===== config.mk =====
export PLATFORM = sky130hd
export DESIGN_NAME = pcr_regs
export DESIGN_NICKNAME = d
export VERILOG_FILES = /design/src/common/pcr_pkg.sv /design/src/common/pcr_sync_if.sv /design/src/logic/pcr_regs.sv /design/src/logic/pcr_sync.sv
export SDC_FILE = /design/constraint.sdc
export NUM_CORES = 1
export LEC_CHECK = 0
export ABC_AREA = 0
export BUFFER_PORTS_ARGS = -buffer_cell sky130_fd_sc_hd__buf_4
export CAP_MARGIN = 5
export CORE_MARGIN = 5
export CORE_UTILIZATION = 59
export DETAILED_ROUTE_END_ITERATION = 8
export GPL_TIMING_DRIVEN = 0
export HOLD_SLACK_MARGIN = 0.02
export PLACE_DENSITY = 0.84
export SKIP_LAST_GASP = 1
export SLEW_MARGIN = 40
export SYNTH_ARGS = -nofsm -noshare
export SYNTH_HDL_FRONTEND = slang
export SYNTH_HIERARCHICAL = 1
export SYNTH_SLANG_ARGS = --single-unit

===== constraint.sdc =====
create_clock -name clk_sys -period 6.5 [get_ports clk_sys]
set_clock_uncertainty 0.15 [all_clocks]
set_input_delay 1.95 -clock clk_sys [delete_from_list [all_inputs] [get_ports clk_sys]]
set_output_delay 1.95 -clock clk_sys [all_outputs]
set_load 0.01 [all_outputs]

===== src/common/pcr_pkg.sv =====
// Package: register map, field layout, reset values and timing for the power register group
package pcr_pkg;
  // ------------------------------------------------------------
  // Register offsets
  // ------------------------------------------------------------
  localparam logic [7:0] ADDR_POWER_ON_EVENT = 8'h00;
  localparam logic [7:0] ADDR_CHARGER_CONTROL = 8'h01;
  localparam logic [7:0] ADDR_BATTERY_LOW_ALARM = 8'h04;
  // ------------------------------------------------------------
  // Field positions
  // ------------------------------------------------------------
  localparam int POS_ACK = 4;
  localparam int POS_CAUSE_BATT = 3;
  localparam int POS_CAUSE_BUTTON = 2;
  localparam int POS_CAUSE_ADAPTER = 1;
  localparam int POS_CAUSE_USB = 0;
  localparam int POS_TERM_LO = 6;
  localparam int POS_CURR_LO = 2;
  localparam int POS_CHG_EN = 1;
  localparam int POS_EOC = 0;
  // ------------------------------------------------------------
  // Reset values and field limits
  // ------------------------------------------------------------
  localparam logic [1:0] RST_TERM = 2'h1;
  localparam logic [3:0] RST_CURR_DEFAULT = 4'h4;
  localparam logic [4:0] RST_LOW_STD = 5'h0c;
  localparam logic [4:0] RST_LOW_ALT = 5'h1f;
  localparam logic [4:0] LOW_CODE_SAT = 5'h14;
  localparam logic [1:0] TERM_RESERVED = 2'h3;
  localparam logic [3:0] CURR_MAX = 4'h9;
  // ------------------------------------------------------------
  // Timing
  // ------------------------------------------------------------
  localparam int CLK_HZ = 10_000_000;
  localparam int ACK_DEADLINE_MS = 128;
  localparam int OFF_DELAY_MS = 2;
  localparam int ACK_DEADLINE_CYC = ACK_DEADLINE_MS * (CLK_HZ / 1000);
  localparam int OFF_DELAY_CYC = OFF_DELAY_MS * (CLK_HZ / 1000);
  localparam int CNT_W = 24;
  typedef enum logic [1:0] {ST_STANDBY, ST_WAIT_ACK, ST_ACTIVE, ST_RESET_DELAY} pcr_state_t;
endpackage


===== src/common/pcr_sync_if.sv =====
// Interface: raw pin levels in, synchronised levels out
interface pcr_sync_if;
  logic [4:0] raw;
  logic [4:0] synced;
  modport src(output raw, input synced);
  modport syn(input raw, output synced);
endinterface


===== src/logic/pcr_regs.sv =====
// Power-on event, charger control and battery-low registers with power sequencing
// Contract
// - Battery-low code, five bits; 0x00 means 3.50/3.70 V, 50 mV steps down, 0x14+ saturate.
// - Battery-low at 0x04 resets to 0x0c, or 0x1f in alternate variant; top bits reserved.
// - Power acknowledge bit 4 resets 0; writing 0 powers down to standby.
// - Power-on event at 0x00 holds read-only cause flags for battery, button, adapter, USB.
// - Charger bits 7:6 select termination voltage, 11 reserved, reset 01.
// - Charger bits 5:2 select 100 to 1000 mA current; reset is factory value.
// - Charger at 0x01: bit 1 enables charger, bit 0 selects end-of-charge; both reset 1.
// - Clearing acknowledge with USB or adapter present does not power down.
// - Acknowledge due within 128 ms; else reset output drops, supplies off 2 ms later.
module pcr_regs #(
  parameter logic alternate_variant = 1'b0,
  parameter logic [3:0] factory_current = pcr_pkg::RST_CURR_DEFAULT,
  parameter int ack_deadline_cyc = pcr_pkg::ACK_DEADLINE_CYC,
  parameter int off_delay_cyc = pcr_pkg::OFF_DELAY_CYC
) (
  input wire logic clk_sys,
  input wire logic reset,
  input wire logic reg_wr,
  input wire logic reg_rd,
  input wire logic [7:0] reg_addr,
  input wire logic [7:0] reg_wdata,
  output logic [7:0] reg_rdata,
  output logic reg_addr_hit,
  input wire logic push_button_input,
  input wire logic adapter_supply_input,
  input wire logic usb_supply_input,
  input wire logic battery_insert_input,
  input wire logic power_acknowledge_pin,
  output logic system_reset_output,
  output logic supplies_enable,
  output logic charger_enable,
  output logic [1:0] termination_voltage,
  output logic [3:0] full_rate_current_field,
  output logic end_of_charge_select,
  output logic [4:0] battery_low_alarm_level
);
  // ------------------------------------------------------------
  // Pin synchronisation
  // ------------------------------------------------------------
  pcr_sync_if pins();
  assign pins.raw = {power_acknowledge_pin, battery_insert_input, push_button_input,
                     adapter_supply_input, usb_supply_input};
  pcr_sync u_sync (
    .clk_sys(clk_sys),
    .reset(reset),
    .sig(pins)
  );
  logic usb_s, adapter_s, button_s, batt_s, ack_pin_s, ext_supply;
  assign usb_s = pins.synced[0];
  assign adapter_s = pins.synced[1];
  assign button_s = pins.synced[2];
  assign batt_s = pins.synced[3];
  assign ack_pin_s = pins.synced[4];
  assign ext_supply = usb_s | adapter_s;

  function automatic logic wr_at(input logic [7:0] a, input logic [7:0] off);
    wr_at = reg_wr && (a == off);
  endfunction

  function automatic logic rose_now(input logic cur, input logic prev);
    rose_now = cur & ~prev;
  endfunction

  // ------------------------------------------------------------
  // State and registers
  // ------------------------------------------------------------
  pcr_pkg::pcr_state_t state_ff, nxt_state;
  logic ack_ff;
  logic [3:0] cause_ff;
  logic [1:0] term_ff;
  logic [3:0] curr_ff;
  logic chg_en_ff, eoc_ff;
  logic [4:0] low_ff;
  logic [pcr_pkg::CNT_W-1:0] cnt_ff;
  logic btn_prev_ff, batt_prev_ff;
  logic usb_prev_ff, adp_prev_ff;
  logic acked, power_event;

  assign acked = ack_ff | ack_pin_s;
  // Supplies count only as they appear, so a charger left in after a missed acknowledge
  // parks in standby instead of cycling power
  assign power_event = rose_now(button_s, btn_prev_ff) | rose_now(batt_s, batt_prev_ff) |
                       rose_now(adapter_s, adp_prev_ff) | rose_now(usb_s, usb_prev_ff);

  // Acknowledge bit
  always_ff @(posedge clk_sys or posedge reset) begin
    if (reset) begin
      ack_ff <= 1'b0;
    end else if (wr_at(reg_addr, pcr_pkg::ADDR_POWER_ON_EVENT)) begin
      ack_ff <= reg_wdata[pcr_pkg::POS_ACK];
    end else if (state_ff == pcr_pkg::ST_STANDBY) begin
      ack_ff <= 1'b0;
    end
  end

  // Cause flags; captured when leaving standby, writes leave them alone
  always_ff @(posedge clk_sys or posedge reset) begin
    if (reset) begin
      cause_ff <= 4'h0;
      btn_prev_ff <= 1'b0;
      batt_prev_ff <= 1'b0;
      usb_prev_ff <= 1'b0;
      adp_prev_ff <= 1'b0;
    end else begin
      btn_prev_ff <= button_s;
      batt_prev_ff <= batt_s;
      usb_prev_ff <= usb_s;
      adp_prev_ff <= adapter_s;
      if (state_ff == pcr_pkg::ST_STANDBY && power_event) begin
        cause_ff <= {rose_now(batt_s, batt_prev_ff), rose_now(button_s, btn_prev_ff),
                     rose_now(adapter_s, adp_prev_ff), rose_now(usb_s, usb_prev_ff)};
      end
    end
  end

  // Charger control
  always_ff @(posedge clk_sys or posedge reset) begin
    if (reset) begin
      term_ff <= pcr_pkg::RST_TERM;
      curr_ff <= factory_current;
      chg_en_ff <= 1'b1;
      eoc_ff <= 1'b1;
    end else if (wr_at(reg_addr, pcr_pkg::ADDR_CHARGER_CONTROL)) begin
      term_ff <= reg_wdata[pcr_pkg::POS_TERM_LO +: 2];
      curr_ff <= reg_wdata[pcr_pkg::POS_CURR_LO +: 4];
      chg_en_ff <= reg_wdata[pcr_pkg::POS_CHG_EN];
      eoc_ff <= reg_wdata[pcr_pkg::POS_EOC];
    end
  end

  // Battery-low threshold code
  always_ff @(posedge clk_sys or posedge reset) begin
    if (reset) begin
      low_ff <= alternate_variant ? pcr_pkg::RST_LOW_ALT : pcr_pkg::RST_LOW_STD;
    end else if (wr_at(reg_addr, pcr_pkg::ADDR_BATTERY_LOW_ALARM)) begin
      low_ff <= reg_wdata[4:0];
    end
  end

  // ------------------------------------------------------------
  // Power sequencer
  // ------------------------------------------------------------
  always_comb begin
    nxt_state = state_ff;
    case (state_ff)
      pcr_pkg::ST_STANDBY: begin
        if (power_event) begin
          nxt_state = pcr_pkg::ST_WAIT_ACK;
        end
      end
      pcr_pkg::ST_WAIT_ACK: begin
        if (acked) begin
          nxt_state = pcr_pkg::ST_ACTIVE;
        end else if (cnt_ff == pcr_pkg::CNT_W'(ack_deadline_cyc - 1)) begin
          nxt_state = pcr_pkg::ST_RESET_DELAY;
        end
      end
      pcr_pkg::ST_ACTIVE: begin
        if (!acked && !ext_supply) begin
          nxt_state = pcr_pkg::ST_STANDBY;
        end
      end
      pcr_pkg::ST_RESET_DELAY: begin
        if (cnt_ff == pcr_pkg::CNT_W'(off_delay_cyc - 1)) begin
          nxt_state = pcr_pkg::ST_STANDBY;
        end
      end
      default: nxt_state = pcr_pkg::ST_STANDBY;
    endcase
  end

  always_ff @(posedge clk_sys or posedge reset) begin
    if (reset) begin
      state_ff <= pcr_pkg::ST_STANDBY;
      cnt_ff <= '0;
    end else begin
      state_ff <= nxt_state;
      if (nxt_state != state_ff) begin
        cnt_ff <= '0;
      end else begin
        cnt_ff <= cnt_ff + pcr_pkg::CNT_W'(1);
      end
    end
  end

  // Outputs
  always_ff @(posedge clk_sys or posedge reset) begin
    if (reset) begin
      system_reset_output <= 1'b0;
      supplies_enable <= 1'b0;
    end else begin
      system_reset_output <= (nxt_state == pcr_pkg::ST_WAIT_ACK) ||
                             (nxt_state == pcr_pkg::ST_ACTIVE);
      supplies_enable <= (nxt_state != pcr_pkg::ST_STANDBY);
    end
  end

  assign charger_enable = chg_en_ff;
  assign end_of_charge_select = eoc_ff;
  assign termination_voltage = term_ff;
  assign full_rate_current_field = curr_ff;
  assign battery_low_alarm_level = low_ff;

  // ------------------------------------------------------------
  // Read path
  // ------------------------------------------------------------
  always_comb begin
    reg_rdata = 8'h00;
    reg_addr_hit = 1'b1;
    case (reg_addr)
      pcr_pkg::ADDR_POWER_ON_EVENT: reg_rdata = {3'h0, ack_ff, cause_ff};
      pcr_pkg::ADDR_CHARGER_CONTROL: reg_rdata = {term_ff, curr_ff, chg_en_ff, eoc_ff};
      pcr_pkg::ADDR_BATTERY_LOW_ALARM: reg_rdata = {3'h0, low_ff};
      default: reg_addr_hit = 1'b0;
    endcase
    if (!reg_rd) begin
      reg_rdata = 8'h00;
    end
  end
endmodule


===== src/logic/pcr_sync.sv =====
// Two-stage synchroniser for the pin inputs
module pcr_sync (
  input wire logic clk_sys,
  input wire logic reset,
  pcr_sync_if.syn sig
);
  logic [4:0] stage1_ff;
  logic [4:0] stage2_ff;
  always_ff @(posedge clk_sys or posedge reset) begin
    if (reset) begin
      stage1_ff <= 5'h00;
      stage2_ff <= 5'h00;
    end else begin
      stage1_ff <= sig.raw;
      stage2_ff <= stage1_ff;
    end
  end
  assign sig.synced = stage2_ff;
endmodule


======== Word-level counts from Yosys, hierarchy flattened ========
Cells that the tools add are included.
word-level totals
  flip-flop bits (word level) ............. 60
  input port bits ......................... 25
cells by class
  add/sub/neg operators ................... 1
  equal/unequal tests ..................... 10
  mux-type cells .......................... 12
  bitwise logic cells ..................... 13
  reduce and logical (&&, ||, !) cells .... 13
operators by type and width
  operator                 number
  $add A24 B1 Y24 const B  1
  $eq A24 B15 Y1 const B   1
  $eq A24 B21 Y1 const B   1
  $mux W24                 1
  $pmux W8 S3              1
  $mux W2                  5
  $eq A8 B1 Y1 const B     1
  $eq A8 B3 Y1 const B     1
  $logic_not A8 Y1         1
  $mux W8                  1
  $pmux W2 S4              1
  $eq A2 B2 Y1 const B     3
  $logic_and A1 B1 Y1      5
  $or A1 B1 Y1             5
  $and A1 B1 Y1            4
  $eq A2 B1 Y1 const B     2
  $not A1 Y1               4
  $reduce_bool A2 Y1       2
  $mux W1                  3
  $reduce_or A3 Y1         1
  $logic_not A1 Y1         2
  $logic_not A2 Y1         1
  $ne A2 B2 Y1             1
  $logic_or A1 B1 Y1       1

======== Logic depth before layout (Yosys ltp) ========
  depth after elaboration ................. 9
  depth in mapped cells ................... 9
  depth with buffers taken out ............ 8

======== By module ========
Netlist, hierarchy kept.
by module, submodules not included
  module    instances  cells an instance  area each (um^2)  sequential area each (um^2)
  pcr_regs  1          242                2486.1            1258.7
  pcr_sync  1          11                 254.0             250.2

======== Least setup slack after synthesis ========
No wires, ideal clock.
  path type ............................... input to output
  from .................................... input port reg_addr[5]
  to ...................................... output port reg_rdata[0]
  data arrival time ....................... 3.344 ns
  path slack .............................. 1.056 ns
  stages .................................. 5
  cell sequence ........................... or4_4 nor3_4 a21boi_2 nand2_1 nor2_1
between the ends
  cells in the longest elaborated chain, start to end .. 3
  elaborated cells on any way between the ends .. 5
  those cells by class .................... 2 x eq/ne; 2 x mux; 1 x reduce/logical
RTL lines
  item                                        RTL line         RTL
  start, declared                             pcr_regs.sv:22   input wire logic [7:0] reg_addr,
  $eq A8 B3 Y1, or another cell as far along  pcr_regs.sv:212  case (reg_addr)
  $pmux W8 S3 *                               pcr_regs.sv:212
  $mux W8 *                                   pcr_regs.sv:218  if (!reg_rd) begin
  end, declared                               pcr_regs.sv:24   output logic [7:0] reg_rdata,
Every way passes the cells marked *; elsewhere a longest branch is shown, timed or not.

======== Final worst setup path ========
  from .................................... input port reg_addr[5]
  to ...................................... output port reg_rdata[3]
The elaborated chain is that of the path after synthesis.

==> reports/results.ini <==
[grt]
antenna_found_initial = 0
grt_usage_pct = 19.9
grt_max_degree = 28
grt.overflow.total = 0
grt_pass1_wl_um = 9540
grt_pass1_vias = 2050

[floorplanning]
dieArea_mm2 = 0.00611
die_w_um = 78.2
die_y_um = 78.2
rows = 24
core_area_mm2 = 0.00444
start_util_pct = 61.7
io_pins = 49

[pwr]
switching_share_pct = 29.4
p_seq_share_pct = 45.5
p_clk_share_pct = 34.0
p_comb_share_pct = 20.6
ir_drop_uv = 241
p_per_area_mw_per_mm2 = 288
finalPower_mw = 0.974
p_switching_mw = 0.286
p_leak_nw = 1.54
p_int_mw = 0.688

[route]
antenna_left = 0
drc_errors = 0
drt_first_iter_violations = 153
first_pass_iters = 4
drt_wl_total_um = 5430
wl_per_cell_um = 14.8
vias = 2039
via_per_inst = 5.56

[synth]
syn_area_per_cell_um2 = 10.8
ys_ff_latch = 60
synth_area_leaders = dfrtp_1 (49%), nor2_1 (5.9%), dfstp_2 (5.8%)
syn_area_mm2 = 0.00274
synth-warning-count = 6
yosys.area_share.simple_pct = 22.3
synth_edf_count = 0
ys_seq_area_share_pct = 55.1
synth-compound-area-share_pct = 5.39
async_flop_share_pct = 100
synth_common_cells = dfrtp_1 (54), nor2_1 (43), nand2_1 (18), xnor2_1 (15), mux2_2 (11)
synth_top_family_by_area = simple AND/OR/NAND/NOR gates
yosysMostFrequentCell = dfrtp_1
muxShareOfSynthArea_pct = 6.35
synth.largest_area_cell = dfrtp_1
synth_cells = 253
synthAdderAreaFrac_pct = 0.913
syn-num-nets = 280
ys.flop_type = dfrtp_1
synth_cell_types = 41
synth_top_area_share_pct = 49.3
synth-xor-area-share_pct = 7.03

[sta]
setup_violations = 0
fmax_ghz = 0.178
rsz0062_at_grt = no
hold_slack_ns = 0.201
finalHoldViolCount = 0
period_share_pct = 86.6
fin_crit_ns = 5.63
slew_viol_final = 0
fin_setup_tns_ns = 0
max_slew_margin_pct = 68.8
tightest_slew_ns = 0.466

[clocking]
cts.sinks = 60
clockBufferDepth = 2
htree_levels = 3
cts_resized = 0
clock_latency_ns = 0.33
cts_buffers = 9
clk_pin_slew_ns = 0.07
clockRootBuffer = clkbuf_8
postCtsSetupBuffers = 0
cts_hold_buf = 0
cts_tree = built

[critical_path]
end_kind = primary output
crit_top_cell = buf_4
cp.arrival_ns = 3.53
critPathRequiredTime_ns = 4.40
path_class = in -> out
crit_chain = buf_4, or4_4, nor3_4, a21boi_2, nand2_1, nor2_1, buf_4
crit_path_start_kind = primary input
cp_slowest_cell = or4_4
crit_fanout = 5
slowest_delay_ns = 0.53
r2r_slack_ns = 4.19

[placed_design]
gp_congestion = 0.835
dp_hpwl_um = 3910
port_buffers = 46

[job]
cap_violations = 0

[cells_and_area]
n_fill_cell = 300
multi_input_area_mm2 = 0.00115
layout-drive-gt1-share_pct = 29.5
fin_nets = 338
area_growth_pct = 23.3
num_antenna_cells = 0
seq_area_mm2 = 0.00151

[status]
status = complete, no violations

[hold_path]
hold_class = reg -> reg

kinds of logic after synthesis:
family | count (synthesis)
buffers and inverters | 16
XOR/XNOR | 22
AO/OA/AOI/OAI | 22
adder cells (fa/ha/maj) | 2
flip-flops | 60
AND/OR/NAND/NOR | 115
multiplexers | 16
routing by layer:
metal  vias to the layer above  part of all wire, %  track usage (%)
met5                         -                    0                0
met4                         0                  2.1             9.79
met3                        11                  6.4             5.38
met2                        64                   48             32.7
met1                       980                   43             24.4
li1                        984                    -                -
flip-flops by register name, indices dropped and copies added, names as in the netlist:
name / cells
cnt_ff: 24
battery_low_alarm_level: 5
u_sync/sig.synced: 5
u_sync/stage1_ff: 5
cause_ff: 4
full_rate_current_field: 4
state_ff: 2
termination_voltage: 2
ack_ff: 1
adp_prev_ff: 1
batt_prev_ff: 1
btn_prev_ff: 1
charger_enable: 1
end_of_charge_select: 1
supplies_enable: 1
system_reset_output: 1
usb_prev_ff: 1
layout make-up:
cell class / count / share of cell area, %
flip-flops and latches: 60 / 44.7
multi-input cells: 177 / 34.0
repair buffers: 47 / 11.0
clock buffers: 10 / 4.07
well taps: 52 / 1.93
clock inverters: 5 / 1.81
plain buffers: 6 / 1.30
inverters: 10 / 1.18
through the flow:
stage                     cells  util [%]  cell area [um2]  setup WS (ns)
final                       367      76.0             3380          0.872
after global routing        367      76.0             3380          0.760
after CTS                   367      76.0             3380          0.878
after detailed placement    352      71.6             3180          0.882
after global placement      351      70.9             3150          0.879
after floorplan             253         -             2740           1.06
path summary, 6_finish.rpt:
kind                                startpoint                   end  cells past startpoint
max in group asynchronous                reset  end_of_charge_select                      3
min in group asynchronous                reset          batt_prev_ff                      2
max                                reg_addr[5]          reg_rdata[3]                      7
min                        u_sync/stage1_ff[3]  u_sync/sig.synced[3]                      0
max reg2reg                          cnt_ff[0]   system_reset_output                      8
min reg2reg                u_sync/stage1_ff[3]  u_sync/sig.synced[3]                      0
critical path, delay by kind of cell:
family | cells | cell delay [ns]
buf+inv | 2 | 0.24
compound gates | 1 | 0.23
simple gates | 4 | 1.10
cells in the final DEF, fill, tap and decap left out, types with 4 or more instances in the layout:
cell type,instances
mux2_2,11
dfrtp_1,54
buf_4,47
nand2_1,18
inv_1,9
xor2_1,7
nor2_1,43
dfstp_2,6
nand3_1,9
and4_1,5
and2_1,4
a21oi_1,7
mux2i_1,5
nand4_1,6
clkbuf_8,10
xnor2_1,15
o21ai_0,7
nor3_1,10
nand2b_1,5
power by group through the flow:
stage               Combinational (mW)  Sequential, mW  Clock, mW
finish                           0.200           0.443      0.331
global route                     0.234           0.449      0.359
CTS                              0.205           0.443      0.337
detailed placement               0.201           0.449          0
global placement                 0.196           0.447          0
floorplan                        0.133           0.447          0
(Power assumes the default switching activity.)
